==> src/logic/timer16_pkg.sv <==
// Overview of operation
// - Bits 7, 6, 5 of control/status hold channel 2, 1, 0 pending flags.
// - Wrap flag bit 4 sets at terminal count, or at zero turnaround in up/down.
// - Two-bit divider field selects tick divide by 1, 8, 32 or 128.
// - Writing the divider field never clears the running prescaler counter.
// - Mode 00 suspends counting and holds the counter value.
// - Mode 01 counts from zero to 0xffff, wraps and repeats.
// - Mode 10 counts from zero to channel 0 compare value, then restarts.
// - Mode 11 counts up to the compare value, then down to zero, repeating.
// - Source bit 7 picks the capture pin or the masked radio events.
// - Channel 0 interrupt mask in bit 6 resets to one.
// - On match, codes 000, 001, 010 set, clear or toggle the output.
// - Code 011 sets on up match, clears at zero or on down match.
// - Code 100 clears on up match, sets at zero or on down match.
// - Setup bit 2 selects capture (0) or compare (1) for channel 0.
// - Edge code picks none, rising, falling or both edges for capture.
// - Any write to the counter low byte clears the whole counter.
// - Event flags set regardless of the channel interrupt mask.
// - Up/down compare mode sets channel 0 and wrap flags at zero turnaround.
`default_nettype none

package timer16_pkg;
    // ----------------------------------------------------------------
    // Register offsets
    // ----------------------------------------------------------------
    localparam logic [7:0] ADDR_CMP0_LO = 8'hda;
    localparam logic [7:0] ADDR_CMP0_HI = 8'hdb;
    localparam logic [7:0] ADDR_CNT_LO = 8'he2;
    localparam logic [7:0] ADDR_CNT_HI = 8'he3;
    localparam logic [7:0] ADDR_CTRL = 8'he4;
    localparam logic [7:0] ADDR_CH0 = 8'he5;
    localparam logic [7:0] ADDR_RADIO_MASK = 8'he6;
    // ----------------------------------------------------------------
    // Field positions and reset values
    // ----------------------------------------------------------------
    localparam int CTRL_CH2F = 7;
    localparam int CTRL_CH1F = 6;
    localparam int CTRL_CH0F = 5;
    localparam int CTRL_WRAPF = 4;
    localparam int CTRL_DIV_LSB = 2;
    localparam int CTRL_MODE_LSB = 0;
    localparam int CH0_SRC = 7;
    localparam int CH0_MASK = 6;
    localparam int CH0_ACT_LSB = 3;
    localparam int CH0_CMPMODE = 2;
    localparam int CH0_EDGE_LSB = 0;
    localparam logic [7:0] CH0_RESET = 8'h40;
    localparam logic [7:0] CTRL_RESET = 8'h00;
    localparam logic [15:0] COUNT_MAX = 16'hffff;
    // ----------------------------------------------------------------
    // Timing: prescaler divide ratios minus one
    // ----------------------------------------------------------------
    localparam logic [6:0] DIV1_LAST = 7'h00;
    localparam logic [6:0] DIV8_LAST = 7'h07;
    localparam logic [6:0] DIV32_LAST = 7'h1f;
    localparam logic [6:0] DIV128_LAST = 7'h7f;

    typedef enum logic [1:0] {
        MODE_SUSPEND = 2'b00,
        MODE_FREE = 2'b01,
        MODE_MODULO = 2'b10,
        MODE_UPDOWN = 2'b11
    } count_mode_t;

    typedef enum logic [2:0] {
        ACT_SET = 3'b000,
        ACT_CLEAR = 3'b001,
        ACT_TOGGLE = 3'b010,
        ACT_SET_UP = 3'b011,
        ACT_CLR_UP = 3'b100
    } out_action_t;
endpackage : timer16_pkg

`default_nettype wire

==> src/logic/timer16_ctrl_chan0.sv <==
// Local design decision: strobed register access.
`default_nettype none

module timer16_ctrl_chan0 (
    input wire logic mclk,
    input wire logic resetn,
    input wire logic tick_en,
    input wire logic [7:0] reg_addr,
    input wire logic [7:0] reg_wdata,
    input wire logic reg_wr,
    input wire logic reg_rd,
    output logic [7:0] reg_rdata,
    input wire logic capture_pin,
    input wire logic [7:0] radio_events,
    input wire logic chan1_event,
    input wire logic chan2_event,
    output logic compare_out,
    output logic cpu_irq_flag,
    output logic [1:0] count_mode
);
    import timer16_pkg::*;

    // ----------------------------------------------------------------
    // State
    // ----------------------------------------------------------------
    // Register storage first, then the decoded conditions of this cycle.
    logic [7:0] timer_control_status;
    logic [7:0] chan0_setup;
    logic [7:0] radio_event_mask_reg;
    logic [15:0] counter;
    logic [15:0] period_compare_value;
    logic [7:0] count_hi_shadow;
    logic [6:0] prescale;
    logic count_down;
    logic capture_prev;
    logic [7:0] radio_prev;
    logic prescale_hit;
    logic step;
    logic at_top;
    logic at_match;
    logic turn_zero;
    logic wrap_event;
    logic chan0_event;
    logic capture_event;
    logic trig_rise;
    logic trig_fall;
    logic [15:0] next_counter;
    logic next_down;
    logic [1:0] div_sel;
    logic [2:0] act;
    logic cmp_mode;

    // Write strobe decode shared by all writable registers.
    // Reads are decoded in the read process, where the data is chosen.
    function automatic logic wr_hit(input logic [7:0] a);
        return reg_wr && (reg_addr == a);
    endfunction

    // Field slices of the setup registers, named for what they steer.
    assign div_sel = timer_control_status[CTRL_DIV_LSB +: 2];
    assign act = chan0_setup[CH0_ACT_LSB +: 3];
    assign cmp_mode = chan0_setup[CH0_CMPMODE];

    // ----------------------------------------------------------------
    // Prescaler
    // ----------------------------------------------------------------
    // The prescaler keeps running across divider writes, so a new ratio
    // takes effect only once the counter passes its new terminal value.
    // Divide by 1 hits on every tick; the other ratios compare only the low bits that they need.
    always_comb begin
        case (div_sel)
            2'b00: prescale_hit = (prescale >= DIV1_LAST);
            2'b01: prescale_hit = (prescale[2:0] == DIV8_LAST[2:0]);
            2'b10: prescale_hit = (prescale[4:0] == DIV32_LAST[4:0]);
            default: prescale_hit = (prescale == DIV128_LAST);
        endcase
    end

    // The prescaler counts ticks, not clocks, so a slow tick source
    // stretches every ratio alike.
    always_ff @(posedge mclk) begin
        if (!resetn) begin
            prescale <= 7'h00;
        end else if (tick_en) begin
            prescale <= prescale + 7'h01;
        end
    end

    // Suspend gates the step itself, so counter, wrap and compare flags and output
    // all freeze together and resume where they left off; captures still land.
    assign step = tick_en && prescale_hit && (count_mode != MODE_SUSPEND);

    // ----------------------------------------------------------------
    // Counter
    // ----------------------------------------------------------------
    // Terminal value: full range when free running, else the compare value.
    assign at_top = (count_mode == MODE_FREE) ? (counter == COUNT_MAX)
                                              : (counter == period_compare_value);
    // Match and turnaround are raw; users qualify them by the step.
    assign at_match = (counter == period_compare_value);
    assign turn_zero = (count_mode == MODE_UPDOWN) && count_down && (counter == 16'h0000);

    // Next value and direction for one step. A compare value of zero in
    // up/down mode parks the counter at zero instead of running through
    // the whole range.
    always_comb begin
        next_counter = counter;
        next_down = count_down;
        case (count_mode)
            MODE_FREE: begin
                next_counter = counter + 16'h0001;
                next_down = 1'b0;
            end
            MODE_MODULO: begin
                next_counter = at_top ? 16'h0000 : counter + 16'h0001;
                next_down = 1'b0;
            end
            MODE_UPDOWN: begin
                if (count_down && counter == 16'h0000) begin
                    next_down = 1'b0;
                    next_counter = 16'h0001;
                end else if (!count_down && at_top) begin
                    next_down = (counter != 16'h0000);
                    next_counter = (counter != 16'h0000) ? counter - 16'h0001 : counter;
                end else if (count_down) begin
                    next_counter = counter - 16'h0001;
                end else begin
                    next_counter = counter + 16'h0001;
                end
            end
            default: begin
                next_counter = counter;
            end
        endcase
    end

    // Writing the low byte zeroes the counter whatever value is written.
    // The clear also restarts the triangle on its rising side.
    always_ff @(posedge mclk) begin
        if (!resetn) begin
            counter <= 16'h0000;
            count_down <= 1'b0;
        end else if (wr_hit(ADDR_CNT_LO)) begin
            counter <= 16'h0000;
            count_down <= 1'b0;
        end else if (step) begin
            counter <= next_counter;
            count_down <= next_down;
        end
    end

    // ----------------------------------------------------------------
    // Capture trigger
    // ----------------------------------------------------------------
    // Radio events are edge detected per bit and then masked.
    // The previous samples load the live inputs in reset, so a line that
    // idles high is not taken for an edge on the first clock after it.
    always_ff @(posedge mclk) begin
        if (!resetn) begin
            capture_prev <= capture_pin;
            radio_prev <= radio_events;
        end else begin
            capture_prev <= capture_pin;
            radio_prev <= radio_events;
        end
    end

    // Source select, then the edge filter; compare mode blocks capture
    // so a stray edge cannot overwrite the compare value.
    always_comb begin
        if (chan0_setup[CH0_SRC]) begin
            trig_rise = |(radio_events & ~radio_prev & radio_event_mask_reg);
            trig_fall = |(~radio_events & radio_prev & radio_event_mask_reg);
        end else begin
            trig_rise = capture_pin && !capture_prev;
            trig_fall = !capture_pin && capture_prev;
        end
        case (chan0_setup[CH0_EDGE_LSB +: 2])
            2'b01: capture_event = trig_rise;
            2'b10: capture_event = trig_fall;
            2'b11: capture_event = trig_rise || trig_fall;
            default: capture_event = 1'b0;
        endcase
        capture_event = capture_event && !cmp_mode;
    end

    // ----------------------------------------------------------------
    // Events
    // ----------------------------------------------------------------
    // Wrap and compare events are qualified by the counting step so each match fires once.
    // In up/down compare mode channel 0 marks the turn at zero instead.
    assign wrap_event = step && (((count_mode != MODE_UPDOWN) && at_top) || turn_zero);
    // The channel 0 event follows the channel's capture or compare role.
    always_comb begin
        if (!cmp_mode) begin
            chan0_event = capture_event;
        end else if (count_mode == MODE_UPDOWN) begin
            chan0_event = step && turn_zero;
        end else begin
            chan0_event = step && at_match;
        end
    end

    // ----------------------------------------------------------------
    // Channel 0 value register and capture latch
    // ----------------------------------------------------------------
    // The capture latch shares its register with the compare value.
    // A capture beats a same-cycle software write, so a captured time
    // is never lost; the byte write is dropped instead.
    always_ff @(posedge mclk) begin
        if (!resetn) begin
            period_compare_value <= 16'h0000;
        end else if (capture_event) begin
            period_compare_value <= counter;
        end else if (wr_hit(ADDR_CMP0_LO)) begin
            period_compare_value[7:0] <= reg_wdata;
        end else if (wr_hit(ADDR_CMP0_HI)) begin
            period_compare_value[15:8] <= reg_wdata;
        end
    end

    // ----------------------------------------------------------------
    // Control and setup registers
    // ----------------------------------------------------------------
    // Flags take software zeros, but a hardware set in the same cycle wins.
    // Ones leave a flag alone, so software clears one flag without
    // racing the others.
    always_ff @(posedge mclk) begin
        if (!resetn) begin
            timer_control_status <= CTRL_RESET;
        end else begin
            if (wr_hit(ADDR_CTRL)) begin
                timer_control_status[3:0] <= reg_wdata[3:0];
                timer_control_status[7:4] <= timer_control_status[7:4] & reg_wdata[7:4];
            end
            if (chan2_event) begin
                timer_control_status[CTRL_CH2F] <= 1'b1;
            end
            if (chan1_event) begin
                timer_control_status[CTRL_CH1F] <= 1'b1;
            end
            if (chan0_event) begin
                timer_control_status[CTRL_CH0F] <= 1'b1;
            end
            if (wrap_event) begin
                timer_control_status[CTRL_WRAPF] <= 1'b1;
            end
        end
    end

    // Setup and radio mask are plain storage; reserved compare codes
    // are stored as written and act on nothing.
    always_ff @(posedge mclk) begin
        if (!resetn) begin
            chan0_setup <= CH0_RESET;
            radio_event_mask_reg <= 8'h00;
        end else begin
            if (wr_hit(ADDR_CH0)) begin
                chan0_setup <= reg_wdata;
            end
            if (wr_hit(ADDR_RADIO_MASK)) begin
                radio_event_mask_reg <= reg_wdata;
            end
        end
    end

    // ----------------------------------------------------------------
    // Compare output
    // ----------------------------------------------------------------
    // Reserved action codes leave the pin unchanged.
    // Actions happen only on steps, so a stalled counter sitting on
    // its match cannot toggle the pin on every clock.
    always_ff @(posedge mclk) begin
        if (!resetn) begin
            compare_out <= 1'b0;
        end else if (step && cmp_mode) begin
            case (act)
                ACT_SET: if (at_match) compare_out <= 1'b1;
                ACT_CLEAR: if (at_match) compare_out <= 1'b0;
                ACT_TOGGLE: if (at_match) compare_out <= !compare_out;
                ACT_SET_UP: begin
                    if (at_match && !count_down) begin
                        compare_out <= 1'b1;
                    end else if (count_mode == MODE_UPDOWN ? (at_match && count_down)
                                                             : (counter == 16'h0000)) begin
                        compare_out <= 1'b0;
                    end
                end
                ACT_CLR_UP: begin
                    if (at_match && !count_down) begin
                        compare_out <= 1'b0;
                    end else if (count_mode == MODE_UPDOWN ? (at_match && count_down)
                                                             : (counter == 16'h0000)) begin
                        compare_out <= 1'b1;
                    end
                end
                default: compare_out <= compare_out;
            endcase
        end
    end

    // ----------------------------------------------------------------
    // Read port and registered outputs
    // ----------------------------------------------------------------
    // Reading the low byte freezes the high byte so a 16-bit read is coherent.
    // Idle cycles and unmapped addresses read as zero, so stale data
    // never lingers on the bus.
    always_ff @(posedge mclk) begin
        if (!resetn) begin
            reg_rdata <= 8'h00;
            count_hi_shadow <= 8'h00;
        end else if (reg_rd) begin
            case (reg_addr)
                ADDR_CNT_LO: begin
                    reg_rdata <= counter[7:0];
                    count_hi_shadow <= counter[15:8];
                end
                ADDR_CNT_HI: reg_rdata <= count_hi_shadow;
                ADDR_CTRL: reg_rdata <= timer_control_status;
                ADDR_CH0: reg_rdata <= chan0_setup;
                ADDR_CMP0_LO: reg_rdata <= period_compare_value[7:0];
                ADDR_CMP0_HI: reg_rdata <= period_compare_value[15:8];
                ADDR_RADIO_MASK: reg_rdata <= radio_event_mask_reg;
                default: reg_rdata <= 8'h00;
            endcase
        end else begin
            reg_rdata <= 8'h00;
        end
    end

    // Only the processor-level flag looks at the mask.
    // The counter steers by the mode copy, so a mode write takes
    // effect one clock after it lands.
    always_ff @(posedge mclk) begin
        if (!resetn) begin
            cpu_irq_flag <= 1'b0;
            count_mode <= MODE_SUSPEND;
        end else begin
            cpu_irq_flag <= timer_control_status[CTRL_CH0F] && chan0_setup[CH0_MASK];
            count_mode <= timer_control_status[CTRL_MODE_LSB +: 2];
        end
    end
endmodule // timer16_ctrl_chan0

`default_nettype wire

==> config.mk <==
export PLATFORM = sky130hd
export DESIGN_NAME = timer16_ctrl_chan0
export DESIGN_NICKNAME = d
export VERILOG_FILES = /design/src/logic/timer16_pkg.sv /design/src/logic/timer16_ctrl_chan0.sv
export SDC_FILE = /design/constraint.sdc
export NUM_CORES = 1
export LEC_CHECK = 0
export BUFFER_PORTS_ARGS = -buffer_cell sky130_fd_sc_hd__buf_2
export CORE_MARGIN = 8
export CORE_UTILIZATION = 40
export DETAILED_ROUTE_END_ITERATION = 7
export HOLD_SLACK_MARGIN = 0.03
export PLACE_DENSITY = 0.56
export SYNTH_ARGS = -nofsm -noshare
export SYNTH_HDL_FRONTEND = slang
export SYNTH_SLANG_ARGS = --single-unit
==> constraint.sdc <==
create_clock -name mclk -period 3.55 [get_ports mclk]
set_clock_uncertainty 0.15 [all_clocks]
set_input_delay 0.1775 -clock mclk [delete_from_list [all_inputs] [get_ports mclk]]
set_output_delay 0.1775 -clock mclk [all_outputs]
set_load 0.01 [all_outputs]
# Yosys cells after proc, flatten, opt, wreduce, memory -nomap -nowiden
# Cells that the tools add are included.
totals:
  output_inout_bits: 12
  wordCells: 153
  inputBits: 32
  ff_bits: 93
op_classes:
  n_reduce_logical: 54
  order_cmp: 1
  bitwise: 8
  n_eq_ne: 33
  n_mux: 35
  add_sub_neg: 3
ops:
  columns: ["cell", "n"]
  rows:
  - ["16-bit 2-to-1 mux", 6]
  - ["8-bit equality test, second input constant", 7]
  - ["8-bit one-hot mux with 7 select lines", 1]
  - ["16-bit one-hot mux with 3 select lines", 1]
  - ["8-bit AND", 4]
  - ["8-bit 2-to-1 mux", 4]
  - ["1-bit logical AND", 23]
  - ["1-bit 2-to-1 mux", 19]
  - ["16-bit by 1-bit adder with 16-bit output, second input constant", 1]
  - ["16-bit equality test", 1]
  - ["16-bit equality test, second input constant", 1]
  - ["16-bit logical NOT", 1]
  - ["8-bit NOT", 2]
  - ["16-bit nonzero test", 1]
  - ["2-bit nonzero test", 8]
  - ["8-bit OR reduction", 2]
  - ["16-bit by 1-bit subtractor with 16-bit output, second input constant", 1]
  - ["2-bit equality test, second input constant", 5]
  - ["2-bit inequality test, second input constant", 5]
  - ["3-bit inequality test, second input constant", 3]
  - ["7-bit by 1-bit adder with 7-bit output, second input constant", 1]
  - ["7-bit equality test, second input constant", 1]
  - ["7-bit by 1-bit greater-or-equal comparator with 1-bit output, second input constant", 1]
  - ["7-bit AND reduction", 1]
  - ["other kinds (20)", 34]

# Logic depth before layout (Yosys ltp)
depth:
  word_depth: 10
  ltp_mapped: 12
  depth_no_buf: 10

# Worst setup path after synthesis
# No wires, ideal clock.
synth_path:
  path_kind: "register -> register"
  start: "register counter[0]"
  end: "register counter[5]"
  synth_period_minus_slack_ps: 2648
  arrival_time_ps: 2365
  t_required_ps: 3266
  setup_slack_ps: 902
  stages_incl_launch_ff: 11
  setup_ps: 134
  n_path_buf: 1
  path_cell_list: "dfxtp_1 > buf_2 > inv_1 > ha_1 > or3b_2 > nor4_4 > a31oi_1 > o211ai_2 > nand2_1 > a2111oi_2 > a211oi_1"
synth_via:
  elab_chain_cells: 6
  elab_cells_between_ends: 17
  cone_classes: "add/sub (2); eq/ne (3); mux (7); reduce/logical (5)"
synth_lines:
  columns: ["element", "line", "text"]
  rows:
  - ["from (decl)", "timer16_ctrl_chan0.sv:30", "logic [15:0] counter;"]
  - ["from (signal assigned)", "timer16_ctrl_chan0.sv:147", "counter <= next_counter;"]
  - ["parallel branches: the longest is 6 deep, another holds 16-bit by 1-bit adder with 16-bit output", null, null]
# Several ways; the timed one is not identified. The select of a mux whose other input is x is not followed.
# A chain may end at the register's enable or synchronous reset.

# Final worst setup path
# Same ends and word-level chain as after synthesis.

==> flow_summary.toml <==
[outcome]
status = "finished clean"

[synthesis]
synth_fp_nets = 690
yosysWarnings = 0
synth_edf_count = 0
ys_seq_elements = 93
syn_area_mm2 = 0.00523
ys_types = 71
ys_seq_area_share_pct = 35.6
synth_ff_type = "dfxtp_1"
synth-async-reset-ratio_pct = 0
syn_area_per_cell_um2 = 8.06
synthCells = 649

[drt]
antenna_left = 0
wire_per_inst_um = 18.9
dr.first_iter.drc_count = 658
wl_mm = 16.5
vias_per_cell = 5.92
first_pass_iters = 8
via_count = 5170
drc = 0

[placed_design]
routabilityCongestion = 0.920
dp_hpwl_mm = 11.6
place_inst = 836
portBuffers = 43

[cells_and_area]
final_common_cell = "dfxtp_1"
final_nets = 737
reg_top3 = "counter: 16 flops, period_compare_value: 16 flops"
syn_to_final_growth_pct = 16.2
final_cell_mix = "dfxtp_1 (93), nand2_1 (77), nor2_1 (61)"
drive_gt1_share_pct = 14.6
fillers = 1312
fin_cells = 874
post-route-util_pct = 47.8

[clocking]
numCtsBuffers = 9
path_clk_slew_ps = 70
root_buffer = "clkbuf_16"
tritoncts = "built"
clkLatencyLatePin_ps = 350
clock_path_buffers = 2
htreeDepth = 3
cts_sinks = 93
cts_resized = 0

[hold_path]
whs_path_depth = 3
min_from = "tick_en"
min_path_type = "primary input to flop"
hold_end = "prescale[2]$_SDFFE_PN0P_"

[floorplan]
die_x_um = 130
fp.dieH_um = 130
initial_utilization_pct = 41.1
dieArea_mm2 = 0.0170
num_io_pins = 44
fp.coreArea_mm2 = 0.0127
rows = 41

[setup_path]
crit_required_ps = 3610
r2r-end = "counter[5]$_SDFFE_PP0P_"
path_max_fanout = 19
critPathCaptureType = "flop"
cp.arrival_ps = 3190
reg2reg_depth = 9
path_class = "flop to flop"
worst_setup_path_start_kind = "flop"
r2r-start = "counter[0]$_SDFFE_PP0P_"
startpoint = "counter[0]$_SDFFE_PP0P_"
rrSetupSlack_ps = 420

[global_routing]
met3_usage_pct = 3.75
busiest_layer = "met2"
grt_util_met1_pct = 24.8
grt_antenna_before_repair = 1
grt-ovfl-total = 0
grt_pass1_wl_mm = 25.9
met2_usage_pct = 31.6
grt_use_total_pct = 19.7
grt_pass1_vias = 4849
grt_max_degree = 56

[sta]
fin_tns_setup_ps = 0
relSlewSlack_pct = 39.4
holdWs_ps = 57.4
fmax_mhz = 319
timing.final.crit_share_pct = 88.3
report.final.slew_viol_count = 0
rsz0062_at_grt = "false"
hold_viol = 0
tightestPinTransition_ps = 903
report.final.setup_viol = 0
finalCriticalPeriod_ps = 3130

[power_and_ir_drop]
power_leakage_nw = 2.37
ir_worst_vdd_mv = 0.197
total_power_mw = 2.26
p_per_area_mw_per_mm2 = 372

[flow_run]
drv_cap = 0
## metal layers
| layer | wire [um] | up-vias |
|---|---|---|
| li1 | - | 2476 |
| met1 | 7230 | 2457 |
| met2 | 7560 | 198 |
| met3 | 1180 | 39 |
| met4 | 542 | 0 |
| met5 | 0 | - |
## synth_stat cells (8+ instances only)
library cell / count / share of area (%)
inv_1: 18 / 1.3
clkbuf_1: 20 / 1.4
nand2_1: 77 / 5.5
mux2_2: 9 / 1.9
nor2_1: 61 / 4.4
buf_2: 13 / 1.2
a222oi_1: 16 / 3.1
o21ai_0: 27 / 2.6
xor2_1: 20 / 3.3
mux2i_1: 19 / 3.6
a311oi_1: 16 / 2.7
nor4_1: 8 / 0.96
a31oi_1: 8 / 0.96
a21oi_1: 56 / 5.4
nand3_1: 47 / 4.5
nor3_1: 16 / 1.5
dfxtp_1: 93 / 36
ha_1: 9 / 2.2
## cell type report
| type | instances | area [um2] | area share [%] |
|---|---|---|---|
| Inverter | 18 | 67.6 | 1.11 |
| Timing Repair Buffer | 83 | 568 | 9.34 |
| Sequential cell | 93 | 1860 | 30.6 |
| Multi-Input combinational cell | 491 | 3050 | 50.1 |
| Clock buffer | 11 | 233 | 3.83 |
| Antenna cell | 1 | 2.50 | 0.0412 |
| Tap cell | 172 | 215 | 3.54 |
| Clock inverter | 5 | 83.8 | 1.38 |
## cells by family after synthesis
kind of cell,count (synthesis),share of synthesized area (%)
adder cells (fa/ha/maj),9,2.15
AO/OA/AOI/OAI,167,21.9
flip-flops,93,35.6
buffers and inverters,65,6.22
multiplexers,28,5.57
XOR/XNOR,23,3.85
AND/OR/NAND/NOR,264,24.7
## per-stage QoR
stage               instance area [um2]  setup slack [ps]
finish                             6080               416
global route                       6080               233
CTS                                6080               415
detailed placement                 5550               429
global placement                   5550               537
floorplan                          5230               902
## timing repair
item,CTS,global route
setup buffers,0,0
hold buffers,21,0
hold endpoints to repair,32,0
## power breakdown
part / internal [mW] / total, mW / leakage, nW / switching [mW]
clock network: 0.621 / 1.05 / 0.146 / 0.427
logic: 0.0591 / 0.150 / 1.47 / 0.0910
registers: 1.05 / 1.06 / 0.753 / 0.0104
## how the worst max path moves through the flow
stage,endpoint,depth (start not counted)
6_report,counter[5]$_SDFFE_PP0P_,9
3_3_place_gp,counter[5]$_SDFFE_PP0P_,9
3_5_place_dp,counter[5]$_SDFFE_PP0P_,9
4_1_cts,counter[5]$_SDFFE_PP0P_,9
2_1_floorplan,counter[5]$_SDFFE_PP0P_,10
5_1_grt,counter[5]$_SDFFE_PP0P_,9
## worst max-delay path: stages (launching register included)
cell and delay (ps):
dfxtp_1 350, inv_1 90, ha_1 220, or3b_2 530
nor4_4 330, a21o_1 180, o211a_1 560, nor2_1 130
a2111oi_2 360, a211oi_1 80
No activity file was read; power rests on OpenSTA's default activity.
